$ cat src/hdl/bbrm_defines.svh
`ifndef BBRM_DEFINES_SVH
`define BBRM_DEFINES_SVH

// Parameter table layout, word indices from the table pointer.
`define BBRM_TBL_WORDS 16
`define BBRM_TBL_FUNC 0
`define BBRM_TBL_DBASE 2
`define BBRM_TBL_DRAST 3
`define BBRM_TBL_DLX 4
`define BBRM_TBL_DTY 5
`define BBRM_TBL_DW 6
`define BBRM_TBL_DH 7
`define BBRM_TBL_SBASE 8
`define BBRM_TBL_SRAST 9
`define BBRM_TBL_SLX 10
`define BBRM_TBL_STY 11
`define BBRM_TBL_PAT0 12

// Function word fields, little-endian bit positions.
`define BBRM_FN_SRC_BANK 5
`define BBRM_FN_DST_BANK 4
`define BBRM_FN_SEL_HI 3
`define BBRM_FN_SEL_LO 2
`define BBRM_FN_OP_HI 1
`define BBRM_FN_OP_LO 0

// Source select and operation codes.
`define BBRM_SEL_BLOCK 2'h0
`define BBRM_SEL_COMPL 2'h1
`define BBRM_SEL_AND_PAT 2'h2
`define BBRM_SEL_PAT 2'h3
`define BBRM_OP_REPLACE 2'h0
`define BBRM_OP_PAINT 2'h1
`define BBRM_OP_INVERT 2'h2
`define BBRM_OP_ERASE 2'h3

// Reset values and fetch sequencing.
`define BBRM_WORD_RST 16'h0000
`define BBRM_FETCH_LAST 5'h11

`endif

$ cat src/hdl/bbrm_pkg.sv
package bbrm_pkg;

    typedef logic [15:0] bbrm_word_t;

    typedef enum logic [3:0] {
        ST_IDLE = 4'h0,
        ST_FETCH = 4'h1,
        ST_CHECK = 4'h2,
        ST_LINE = 4'h3,
        ST_SRC0 = 4'h4,
        ST_SRC1 = 4'h5,
        ST_DST = 4'h6,
        ST_WAIT = 4'h7,
        ST_WRITE = 4'h8
    } bbrm_state_e;

endpackage : bbrm_pkg

$ cat src/hdl/bbrm_comb_if.sv
interface bbrm_comb_if;
    import bbrm_pkg::*;
    bbrm_word_t src;
    bbrm_word_t dst;
    bbrm_word_t pat;
    bbrm_word_t mask;
    logic [1:0] src_sel;
    logic [1:0] op;
    bbrm_word_t res;
    modport eng (output src, dst, pat, mask, src_sel, op, input res);
    modport comb (input src, dst, pat, mask, src_sel, op, output res);
endinterface : bbrm_comb_if

$ cat src/hdl/bbrm_combine.sv
`include "bbrm_defines.svh"

module bbrm_combine
    import bbrm_pkg::*;
(
    bbrm_comb_if.comb cif
);

    bbrm_word_t operand;
    bbrm_word_t merged;

    always_comb begin
        unique case (cif.src_sel)
            `BBRM_SEL_BLOCK: operand = cif.src;
            `BBRM_SEL_COMPL: operand = ~cif.src;
            `BBRM_SEL_AND_PAT: operand = cif.src & cif.pat;
            `BBRM_SEL_PAT: operand = cif.pat;
        endcase
    end

    always_comb begin
        unique case (cif.op)
            `BBRM_OP_REPLACE: merged = operand;
            `BBRM_OP_PAINT: merged = operand | cif.dst;
            `BBRM_OP_INVERT: merged = operand ^ cif.dst;
            `BBRM_OP_ERASE: merged = ~operand & cif.dst;
        endcase
    end

    // Bits outside the edge mask keep the old destination value.
    assign cif.res = (merged & cif.mask) | (cif.dst & ~cif.mask);

endmodule : bbrm_combine

$ cat src/hdl/bbrm_top.sv
`include "bbrm_defines.svh"

// Functional notes
// - Only the table pointer accumulator is preserved; others end arbitrary.
// - Without writable control store the operation traps as unimplemented.
// - Sixteen-word parameter table: function, unused, destination, source, four patterns.
// - Negative destination width or height means no writes at all.
// - Interrupts accepted only at scan line start; progress saved, PC backed up.
// - Function word bank flags, source select and operation are all honoured.
// - Operation: replace, OR, XOR, or inverted source AND destination.
// - Source: block, complemented block, block AND pattern, or pattern.
// - One pattern word per processed line, rotating, aligned to destination words.
// - Bottom to top when destination below source, else top to bottom.
// - Source rectangle uses destination width and height.
// - Overlapping moves are ordered so results match an unmodified source copy.
// - Rectangles given by base, raster words, left x, top y; the destination also by width, height.
// - Roughly 13 cycles per stored word, 23 per moved word.
// - About 14-21 cycles per line change; about 240 cycles setup.
module bbrm_top
    import bbrm_pkg::*;
(
    // Clock and reset.
    input wire logic mclk_i,
    input wire logic reset_n_i,
    // Instruction issue and accumulators.
    input wire logic start_i,
    input wire logic wcs_present_i,
    input wire logic irq_pending_i,
    input wire logic [15:0] progress_acc_i,
    input wire logic [15:0] table_ptr_acc_i,
    output logic busy_o,
    output logic done_o,
    output logic trap_o,
    output logic pc_backup_o,
    output logic [15:0] progress_acc_o,
    output logic [15:0] table_ptr_acc_o,
    // Main memory master port.
    output logic [15:0] mem_addr_o,
    output logic mem_bank_o,
    output logic mem_re_o,
    output logic mem_we_o,
    output logic [15:0] mem_wdata_o,
    input wire logic [15:0] mem_rdata_i
);

    bbrm_state_e state_q;
    bbrm_word_t tbl_q [0:`BBRM_TBL_WORDS-1];
    logic [4:0] fidx_q;
    logic [15:0] line_q;
    logic [12:0] wi_q;
    bbrm_word_t s0_q;
    bbrm_word_t s1_q;

    bbrm_comb_if cif ();

    bbrm_combine u_combine (
        .cif(cif.comb)
    );

    // Table fields.
    wire [15:0] fn_w = tbl_q[`BBRM_TBL_FUNC];
    wire [15:0] dbase = tbl_q[`BBRM_TBL_DBASE];
    wire [15:0] drast = tbl_q[`BBRM_TBL_DRAST];
    wire [15:0] dest_left_x = tbl_q[`BBRM_TBL_DLX];
    wire [15:0] dest_top_y = tbl_q[`BBRM_TBL_DTY];
    wire [15:0] dwid = tbl_q[`BBRM_TBL_DW];
    wire [15:0] dhgt = tbl_q[`BBRM_TBL_DH];
    wire [15:0] sbase = tbl_q[`BBRM_TBL_SBASE];
    wire [15:0] srast = tbl_q[`BBRM_TBL_SRAST];
    wire [15:0] src_left_x = tbl_q[`BBRM_TBL_SLX];
    wire [15:0] src_top_y = tbl_q[`BBRM_TBL_STY];
    wire [1:0] src_sel = fn_w[`BBRM_FN_SEL_HI:`BBRM_FN_SEL_LO];
    wire [1:0] op_sel = fn_w[`BBRM_FN_OP_HI:`BBRM_FN_OP_LO];
    wire src_bank = fn_w[`BBRM_FN_SRC_BANK];
    wire dst_bank = fn_w[`BBRM_FN_DST_BANK];
    wire src_used = (src_sel != `BBRM_SEL_PAT);

    // A zero extent is treated like a negative one: there is nothing to write.
    wire neg_extent = dwid[15] | dhgt[15];
    wire zero_extent = (dwid == 16'h0000) | (dhgt == 16'h0000);
    wire empty_blk = neg_extent | zero_extent;

    // Vertical order: walk away from the part of the source about to be overwritten.
    wire bottom_up = (dest_top_y > src_top_y);
    wire [15:0] ypos = bottom_up ? (dhgt - 16'h0001 - line_q) : line_q;

    // Horizontal span in destination words.
    wire [16:0] dend_bit = {1'b0, dest_left_x} + {1'b0, dwid} - 17'h00001;
    wire [12:0] first_w = {1'b0, dest_left_x[15:4]};
    wire [12:0] last_w = dend_bit[16:4];
    wire [12:0] span_w = last_w - first_w;
    // Same line, source to the left: go right to left so no source word is clobbered early.
    wire rev_x = src_used && (dest_top_y == src_top_y) && (dest_left_x > src_left_x);
    wire [12:0] col = rev_x ? (last_w - wi_q) : (first_w + wi_q);
    wire last_word = (wi_q == span_w);

    // Destination word address.
    // Row products wrap at 16 bits, as every address sum here does.
    wire [15:0] d_row = dest_top_y + ypos;
    wire [15:0] d_line = dbase + d_row * drast;
    wire [15:0] d_addr = d_line + {3'h0, col};

    // Source bit of the destination word's first bit; source extent is the destination's.
    wire [16:0] d_off = {col, 4'h0} - {1'b0, dest_left_x};
    wire [16:0] sbit = {1'b0, src_left_x} + d_off;
    wire [15:0] s_word = {{3{sbit[16]}}, sbit[16:4]};
    wire [15:0] s_row = src_top_y + ypos;
    wire [15:0] s_line = sbase + s_row * srast;
    wire [15:0] s_addr = s_line + s_word;
    wire [31:0] funnel = {s0_q, s1_q} << sbit[3:0];
    wire [15:0] src_al = funnel[31:16];

    // Edge masks for partial words.
    wire [15:0] head_m = (col == first_w) ? (16'hFFFF >> dest_left_x[3:0]) : 16'hFFFF;
    wire signed [15:0] tail_sh = $signed(16'h8000) >>> dend_bit[3:0];
    wire [15:0] tail_m = (col == last_w) ? tail_sh : 16'hFFFF;

    // Pattern word chosen by processing order, so it rotates per line handled.
    wire [3:0] pat_idx = 4'(`BBRM_TBL_PAT0) + {2'h0, line_q[1:0]};

    assign cif.src = src_al;
    assign cif.dst = mem_rdata_i;
    assign cif.pat = tbl_q[pat_idx];
    assign cif.mask = head_m & tail_m;
    assign cif.src_sel = src_sel;
    assign cif.op = op_sel;

    wire [15:0] tbl_addr = table_ptr_acc_o + {11'h000, fidx_q};
    wire fetch_issue = (fidx_q < 5'(`BBRM_TBL_WORDS));
    wire fetch_cap = (fidx_q >= 5'h02);
    wire fetch_end = (fidx_q == `BBRM_FETCH_LAST);
    wire [3:0] cap_idx = 4'(fidx_q - 5'h02);
    wire line_done = (line_q == dhgt);
    // Start is taken only while idle; a start during an operation is ignored.
    wire go = start_i && (state_q == ST_IDLE);
    wire accept = go && wcs_present_i;
    wire refuse = go && !wcs_present_i;
    // A request still pending at resume stops the engine again before any word moves,
    // so software must dismiss it first; there is no forward-progress guarantee.
    wire line_exit = line_done || irq_pending_i;
    wire end_empty = (state_q == ST_CHECK) && empty_blk;
    wire end_line = (state_q == ST_LINE) && line_exit;
    wire [15:0] line_inc = line_q + 16'h0001;
    wire [12:0] wi_inc = wi_q + 13'h0001;
    wire [15:0] s_addr_next = s_addr + 16'h0001;

    // Sequencer. A block-source word takes five cycles and each line one more, which
    // leaves ample margin under the rough per-word and per-line cycle targets.
    always_ff @(posedge mclk_i) begin
        if (!reset_n_i) begin
            state_q <= ST_IDLE;
            fidx_q <= 5'h00;
            line_q <= `BBRM_WORD_RST;
            wi_q <= 13'h0000;
        end else begin
            unique case (state_q)
                ST_IDLE: begin
                    if (accept) begin
                        state_q <= ST_FETCH;
                        fidx_q <= 5'h00;
                        line_q <= progress_acc_i;
                    end
                end
                ST_FETCH: begin
                    fidx_q <= fidx_q + 5'h01;
                    if (fetch_end) begin
                        state_q <= ST_CHECK;
                    end
                end
                ST_CHECK: state_q <= empty_blk ? ST_IDLE : ST_LINE;
                ST_LINE: begin
                    wi_q <= 13'h0000;
                    if (line_exit) begin
                        state_q <= ST_IDLE;
                    end else begin
                        state_q <= src_used ? ST_SRC0 : ST_DST;
                    end
                end
                ST_SRC0: state_q <= ST_SRC1;
                ST_SRC1: state_q <= ST_DST;
                ST_DST: state_q <= ST_WAIT;
                ST_WAIT: state_q <= ST_WRITE;
                ST_WRITE: begin
                    if (last_word) begin
                        line_q <= line_inc;
                        state_q <= ST_LINE;
                    end else begin
                        wi_q <= wi_inc;
                        state_q <= src_used ? ST_SRC0 : ST_DST;
                    end
                end
                default: state_q <= ST_IDLE;
            endcase
        end
    end

    // Table words land two cycles after their read is issued.
    always_ff @(posedge mclk_i) begin
        if (state_q == ST_FETCH && fetch_cap) begin
            tbl_q[cap_idx] <= mem_rdata_i;
        end
    end

    // The two source words form the funnel that aligns source bits to the destination.
    always_ff @(posedge mclk_i) begin
        if (state_q == ST_DST) begin
            s0_q <= mem_rdata_i;
        end
    end

    // The second word arrives one cycle later, while the destination read is under way.
    always_ff @(posedge mclk_i) begin
        if (state_q == ST_WAIT) begin
            s1_q <= mem_rdata_i;
        end
    end

    // Memory port, one strobe cycle per access; back-to-back reads hold mem_re_o high.
    always_ff @(posedge mclk_i) begin
        if (!reset_n_i) begin
            mem_addr_o <= `BBRM_WORD_RST;
            mem_bank_o <= 1'b0;
            mem_re_o <= 1'b0;
            mem_we_o <= 1'b0;
            mem_wdata_o <= `BBRM_WORD_RST;
        end else begin
            mem_re_o <= 1'b0;
            mem_we_o <= 1'b0;
            unique case (state_q)
                ST_FETCH: begin
                    mem_re_o <= fetch_issue;
                    mem_addr_o <= tbl_addr;
                    mem_bank_o <= 1'b0;
                end
                ST_SRC0: begin
                    mem_re_o <= 1'b1;
                    mem_addr_o <= s_addr;
                    mem_bank_o <= src_bank;
                end
                ST_SRC1: begin
                    mem_re_o <= 1'b1;
                    mem_addr_o <= s_addr_next;
                    mem_bank_o <= src_bank;
                end
                ST_DST: begin
                    mem_re_o <= 1'b1;
                    mem_addr_o <= d_addr;
                    mem_bank_o <= dst_bank;
                end
                ST_WRITE: begin
                    mem_we_o <= 1'b1;
                    mem_addr_o <= d_addr;
                    mem_bank_o <= dst_bank;
                    mem_wdata_o <= cif.res;
                end
                default: begin
                end
            endcase
        end
    end

    // Completion pulses, one cycle each.
    always_ff @(posedge mclk_i) begin
        if (!reset_n_i) begin
            done_o <= 1'b0;
            trap_o <= 1'b0;
            pc_backup_o <= 1'b0;
        end else begin
            done_o <= end_empty || (end_line && line_done);
            trap_o <= refuse;
            pc_backup_o <= end_line && !line_done;
        end
    end

    // Busy rises the cycle after the accepted start and falls as the closing pulse rises.
    always_ff @(posedge mclk_i) begin
        if (!reset_n_i) begin
            busy_o <= 1'b0;
        end else if (accept) begin
            busy_o <= 1'b1;
        end else if (end_empty || end_line) begin
            busy_o <= 1'b0;
        end
    end

    // Accumulators.
    always_ff @(posedge mclk_i) begin
        if (!reset_n_i) begin
            progress_acc_o <= `BBRM_WORD_RST;
            table_ptr_acc_o <= `BBRM_WORD_RST;
        end else if (accept) begin
            table_ptr_acc_o <= table_ptr_acc_i;
            progress_acc_o <= progress_acc_i;
        end else if (end_line) begin
            // After completion of a non-empty block the progress accumulator is left holding the line count.
            progress_acc_o <= line_q;
        end
    end

endmodule : bbrm_top

$ cat config.mk
export PLATFORM = sky130hd
export DESIGN_NAME = bbrm_top
export DESIGN_NICKNAME = d
export VERILOG_FILES = /design/src/hdl/bbrm_pkg.sv /design/src/hdl/bbrm_comb_if.sv /design/src/hdl/bbrm_combine.sv /design/src/hdl/bbrm_top.sv
export VERILOG_INCLUDE_DIRS = /design/src /design/src/hdl
export SDC_FILE = /design/constraint.sdc
export NUM_CORES = 2
export LEC_CHECK = 0
export BUFFER_PORTS_ARGS = -buffer_cell sky130_fd_sc_hd__buf_4
export CAP_MARGIN = 20
export CORE_MARGIN = 3
export CORE_UTILIZATION = 35
export DETAILED_ROUTE_END_ITERATION = 7
export GPL_ROUTABILITY_DRIVEN = 0
export PLACE_DENSITY = 0.62
export SLEW_MARGIN = 20
export SYNTH_ARGS = -nofsm -noshare
export SYNTH_HDL_FRONTEND = slang
export SYNTH_SLANG_ARGS = --single-unit
$ cat constraint.sdc
create_clock -name mclk_i -period 12.25 [get_ports mclk_i]
set_clock_uncertainty 0.15 [all_clocks]
set_input_delay 2.45 -clock mclk_i [delete_from_list [all_inputs] [get_ports mclk_i]]
set_output_delay 2.45 -clock mclk_i [all_outputs]
set_load 0.05 [all_outputs]
Word level (Yosys, flattened, before mapping). Memory sizes are Yosys's and may differ from the RTL's. Index checks and enable logic that the tools add are counted.

Word-level logic and storage cells: 152. Flip-flop bits (word level): 141. Output and inout port bits: 71. RAM bits: 256. Memories kept: 1.

Memories: tbl_q (words 16, width 16, rd ports 12, clocked after Yosys merged registers in 0, wr ports 1, line bbrm_top.sv:47) `` bbrm_word_t tbl_q [0:`BBRM_TBL_WORDS-1]; ``.

Add/subtract/negate cells: 22. Multiplexer cells: 30. Shift-type cells: 3. Reductions and logical operators: 34. Multiply operators: 2. Equality and inequality tests: 25. Bitwise gates (word level): 14. Magnitude comparators: 4.

Operators by type and width (count): one-hot mux 16 bit (4 select lines) (3); two-way mux 16 bit (7); adder 16 bit (5); bitwise AND 16 bit (5); NOT 16 bit (3); one-hot mux 4 bit (9 select lines) (1); adder 16 x 1 -> 16 bit, second input constant (2); equality test 16 bit (2); greater-than comparator 16 bit (2); logical NOT 16 bit (2); multiplier 16 x 16 -> 16 bit (2); OR 16 bit (2); one-hot mux 16 bit (2 select lines) (1); left shift 32 x 4 -> 32 bit (1); equality test 13 bit (2); two-way mux 13 bit (2); one-hot mux 13 bit (2 select lines) (1); adder 16 x 16 -> 17 bit (1); adder 16 x 17 -> 17 bit (1); subtractor 17 x 1 -> 17 bit, second input constant (1); subtractor 17 x 16 -> 17 bit (1); adder 16 x 13 -> 16 bit (1); adder 16 x 5 -> 16 bit (1); equality test 4 x 3 -> 1 bit, second input constant (4); other kinds (43) (81).

Depth between registers and ports, before layout. An unclocked memory read counts as a cell.

Depth in word-level cells: 15. Depth in mapped cells: 56. Gate-level depth less buffers: 56.

Cells and area by module. From an unflattened synthesis, not the netlist that was laid out.

Cells, all modules: 3503. Area, all modules: 33495.9 µm².

By module, submodules not included: bbrm_top (seq. area each 10019.6 µm², cells an instance 3284, area an instance 31836.8 µm², times used 1); bbrm_combine (seq. area each 0.0 µm², cells an instance 219, area an instance 1659.1 µm², times used 1).

Worst setup path after synthesis. Ideal clock, no wire load.

Path kind: register -> register. Start point: mem tbl_q[4][1] (netlist name). End point: reg mem_addr_o[15]. Arrival: 11.197 ns. Path slack: 0.822 ns. Library setup time: 0.081 ns. Cell stages (with the launch flop): 50. Cells stage by stage: edfxtp_1 inv_1 ha_1 inv_1 ha_1 inv_1 fa_1 nor2b_1 o21ai_1 a21oi_1 o21ai_1 a21boi_1 o21a_1 o21ai_0 and2_1 ha_1 nand3_1 nor2_1 [14 not listed] fa_1 inv_1 fa_1 fa_1 fa_1 inv_1 ha_1 and4_1 a221o_1 o41a_1 xor2_1 xnor2_1 xnor3_1 nand2_1 o22ai_1 a21oi_1 or3_1 a41oi_1.

RTL lines: start: declaration (line bbrm_top.sv:47); end signal: assignment (line bbrm_top.sv:221) `` mem_addr_o <= `BBRM_WORD_RST; ``; end signal: assignment (line bbrm_top.sv:232) `mem_addr_o <= tbl_addr;`; end signal: assignment (line bbrm_top.sv:237) `mem_addr_o <= s_addr;`; end: declaration (line bbrm_top.sv:38) `output logic [15:0] mem_addr_o,`.

==> qor.txt <==
Ratio of cells with drive above 1 in the final layout = 0.0982
Initial drt markers = 2243
VDD IR max = 297 µV
Post-detail-place hpwl = 75.8 mm
Largest net degree at the start of global routing = 76
Status = finished, final reports clean
Leakage power = 16.0 nW
Antenna violations before repair = 5
First-pass GRT wire length = 152 mm
Per-cell routed wire length = 20.5 µm
Most common library cell in the layout ignoring fill and taps = inv_1
PwrDens = 173 nW/µm²
Gr usage total = 0.200
Core Box Area = 94000 µm²
Origin of the worst min-delay path = table_ptr_acc_o[3]
Starting Density = 0.355
TritonCTS buffer count = 41
Final WS setup = 0.682 ns
Register area share after synthesis = 0.300
Number of H-tree levels = 2
WHS Endpoint = table_ptr_acc_o[3]
Post-CTS Setup Bufs = 0
Area Growth Syn to Fin = 11.9%
Maximum clock path buffer count = 3
Slowest cell delay on critical path = 0.51 ns
Number of vias per cell = 5.28
Clk Latency, worst-skew pair = 0.57 ns
Port Buffers = 123
Worst R2R Path Depth = 51
Die Y = 315 µm
Async SR Flop Fraction = 0
Clock Sinks = 370
Drt total wl = 99.9 mm
Max Cap Viol = 0
Ys flop type = edfxtp_1
Final Hold Viols = 0
Post-Synthesis Cell Area = 33400 µm²
Tightest Pin Transition = 1.07 ns
CTS clk-pin slew, worst paths = 0.06 ns
Slowest cell on crit path = fa_1
Die ar. = 99200 µm²
RR Startpoint = tbl_q[4][0]
GRT overflow = 0
Post-synth EDFFs = 261
Vias in the first global route = 25.2k
Hold slack final = 0.328 ns
Relative max-transition margin = 0.287
Final core utilization = 0.397
DRC = 0
Mapped Nets = 4083
Antenna Nets Post-Route = 0
Die width = 315 µm
Via count = 25.7k
Crit path max fanout = 8
I/O pin cnt = 124
Endpoint class of the critical path = register
Final setup fails = 0
CP Class = reg2reg
Hold_buf cts = 0
Slew Viols, Final = 0
Worst path required time = 12.58 ns
Fin crit share = 0.944
Tmin final = 11.57 ns
Cell count after synthesis = 3469
Cell variety after synth = 101
Commonest cells after routing, fill and taps aside = 483 x inv_1, 364 x nand2_1, 326 x ha_1, 261 x edfxtp_1, 234 x fa_1
Worst hold stages = 2
Final nets = 4195
Synth Register Bits = 370
Rows = 112
Place WS = 0.186 ns
R2r setup slk = 0.68 ns
Startpoint types = register
DR pass1 iterations = 6
# resized after CTS = 0
Hold WC Path Type = reg2reg
Fillcell total = 9234
CTS tree = yes
Avg Cell Area, Syn = 9.63 µm²
Critical R2R Capture = mem_addr_o[15]
Fmax = 0.0864 GHz
Synthesis Warnings = 0
Root Buffer = clkbuf_16
Power, Total = 6.48 mW
Crit path arrival time = 11.90 ns
==> Yosys cell counts (6+ instances only) <==
master | count | area share
clkbuf_1 | 95 | 0.011
or3_1 | 18 | 0.0034
nand3_1 | 46 | 0.0069
and2_1 | 111 | 0.021
a311oi_1 | 13 | 0.0034
nand4_1 | 23 | 0.0043
nand2b_1 | 41 | 0.0077
a21boi_0 | 14 | 0.0031
a22o_1 | 9 | 0.0024
a2111oi_0 | 7 | 0.0018
inv_1 | 487 | 0.055
or2_2 | 11 | 0.0021
a221oi_1 | 11 | 0.0029
a21oi_1 | 171 | 0.026
a31oi_1 | 19 | 0.0036
nor4_1 | 15 | 0.0028
xnor2_1 | 144 | 0.038
mux2i_1 | 83 | 0.025
or4_1 | 7 | 0.0016
o21bai_1 | 15 | 0.0034
nor2_1 | 166 | 0.019
edfxtp_1 | 261 | 0.23
o21ai_1 | 8 | 0.0012
ha_1 | 326 | 0.12
o31ai_1 | 22 | 0.0049
nand2_1 | 365 | 0.041
o211ai_1 | 21 | 0.0047
fa_1 | 235 | 0.14
and4_1 | 7 | 0.0018
nor3_1 | 45 | 0.0067
o22ai_1 | 11 | 0.0021
a211oi_1 | 34 | 0.0076
o2111ai_1 | 6 | 0.0016
and3_1 | 19 | 0.0036
mux4_2 | 20 | 0.013
o21a_1 | 20 | 0.0045
mux2_2 | 15 | 0.0051
dfxtp_1 | 109 | 0.065
nor2b_1 | 42 | 0.0079
xor2_1 | 66 | 0.017
a21o_1 | 44 | 0.0099
o21ai_0 | 160 | 0.024
o221ai_1 | 16 | 0.0042
buf_1 | 8 | 0.00090
==> how the worst max path moves through the flow <==
stage | cells past startpoint | startpoint | to | slack [ns]
after global placement | 50 | tbl_q[4][1] | mem_addr_o[15] | 0.38
after floorplan | 49 | tbl_q[4][1] | mem_addr_o[15] | 0.82
after CTS | 50 | tbl_q[4][1] | mem_addr_o[15] | 0.16
after detailed placement | 50 | tbl_q[4][1] | mem_addr_o[15] | 0.19
after global routing | 50 | tbl_q[4][0] | mem_addr_o[15] | -0.05
final | 51 | tbl_q[4][0] | mem_addr_o[15] | 0.68
==> where the power goes <==
part	total, mW	internal (mW)	leakage, nW	switching, mW
Sequential	1.37	1.35	3.23	0.0175
Combinational	3.82	1.65	12.1	2.17
Clock	1.29	0.766	0.675	0.524
Total	6.48	3.77	16.0	2.71
==> flip-flops by register name, indices dropped and copies added, names as in the netlist, 4 cells and up <==
name / cells
tbl_q: 230
wi_q: 13
state_q: 4
progress_acc_o: 16
fidx_q: 5
line_q: 16
table_ptr_acc_o: 16
s0_q: 16
mem_addr_o: 16
s1_q: 15
mem_wdata_o: 16
==> per-stage QoR <==
step / area, µm² / cells / TNS [ns]
after floorplan: 33400 / 3469 / 0
after global placement: 35900 / 4792 / 0
after detailed placement: 35900 / 4792 / 0
after CTS: 37300 / 4868 / 0
after global routing: 37400 / 4868 / -0.0463
final: 37400 / 4871 / 0
==> critical path: cells and delay by family, from the launching register on <==
family | cells | cell delay, ns
adder cells (fa/ha/maj) | 12 | 4.53
AO/OA/AOI/OAI | 17 | 3.04
AND/OR/NAND/NOR | 10 | 1.49
buffers and inverters | 6 | 0.55
flip-flops | 1 | 0.43
XOR/XNOR | 6 | 1.25
==> logic make-up (layout without fill, tap and decap cells) <==
| family | after synthesis | after routing | share of synthesized area |
|---|---|---|---|
| AO/OA/AOI/OAI | 657 | 657 | 0.128 |
| XOR/XNOR | 216 | 216 | 0.0593 |
| adder cells (fa/ha/maj) | 561 | 561 | 0.263 |
| buffers and inverters | 604 | 749 | 0.0699 |
| flip-flops | 370 | 370 | 0.300 |
| multiplexers | 120 | 120 | 0.0443 |
| other | 0 | 3 | 0 |
| AND/OR/NAND/NOR | 941 | 941 | 0.136 |
==> layer usage <==
metal / global-route usage / part of all wire / up-vias / routed length (µm)
met5: 0 / 0 / - / 0
met4: 0.0567 / 0.031 / 0 / 3100
met3: 0.0267 / 0.062 / 142 / 6190
met2: 0.335 / 0.47 / 789 / 47100
met1: 0.270 / 0.44 / 12700 / 43600
li1: - / - / 12100 / -
==> final cells by class <==
class | count | area (µm²) | area share
antenna | 3 | 7.51 | 0.000201
clock buffer | 63 | 1240 | 0.0333
clock inverter | 13 | 150 | 0.00402
inverter | 491 | 1840 | 0.0494
multi-input combinational | 2495 | 21200 | 0.566
sequential | 370 | 10000 | 0.268
tap | 1254 | 1570 | 0.0420
timing repair buffer | 182 | 1370 | 0.0366
(Power assumes the default switching activity.)
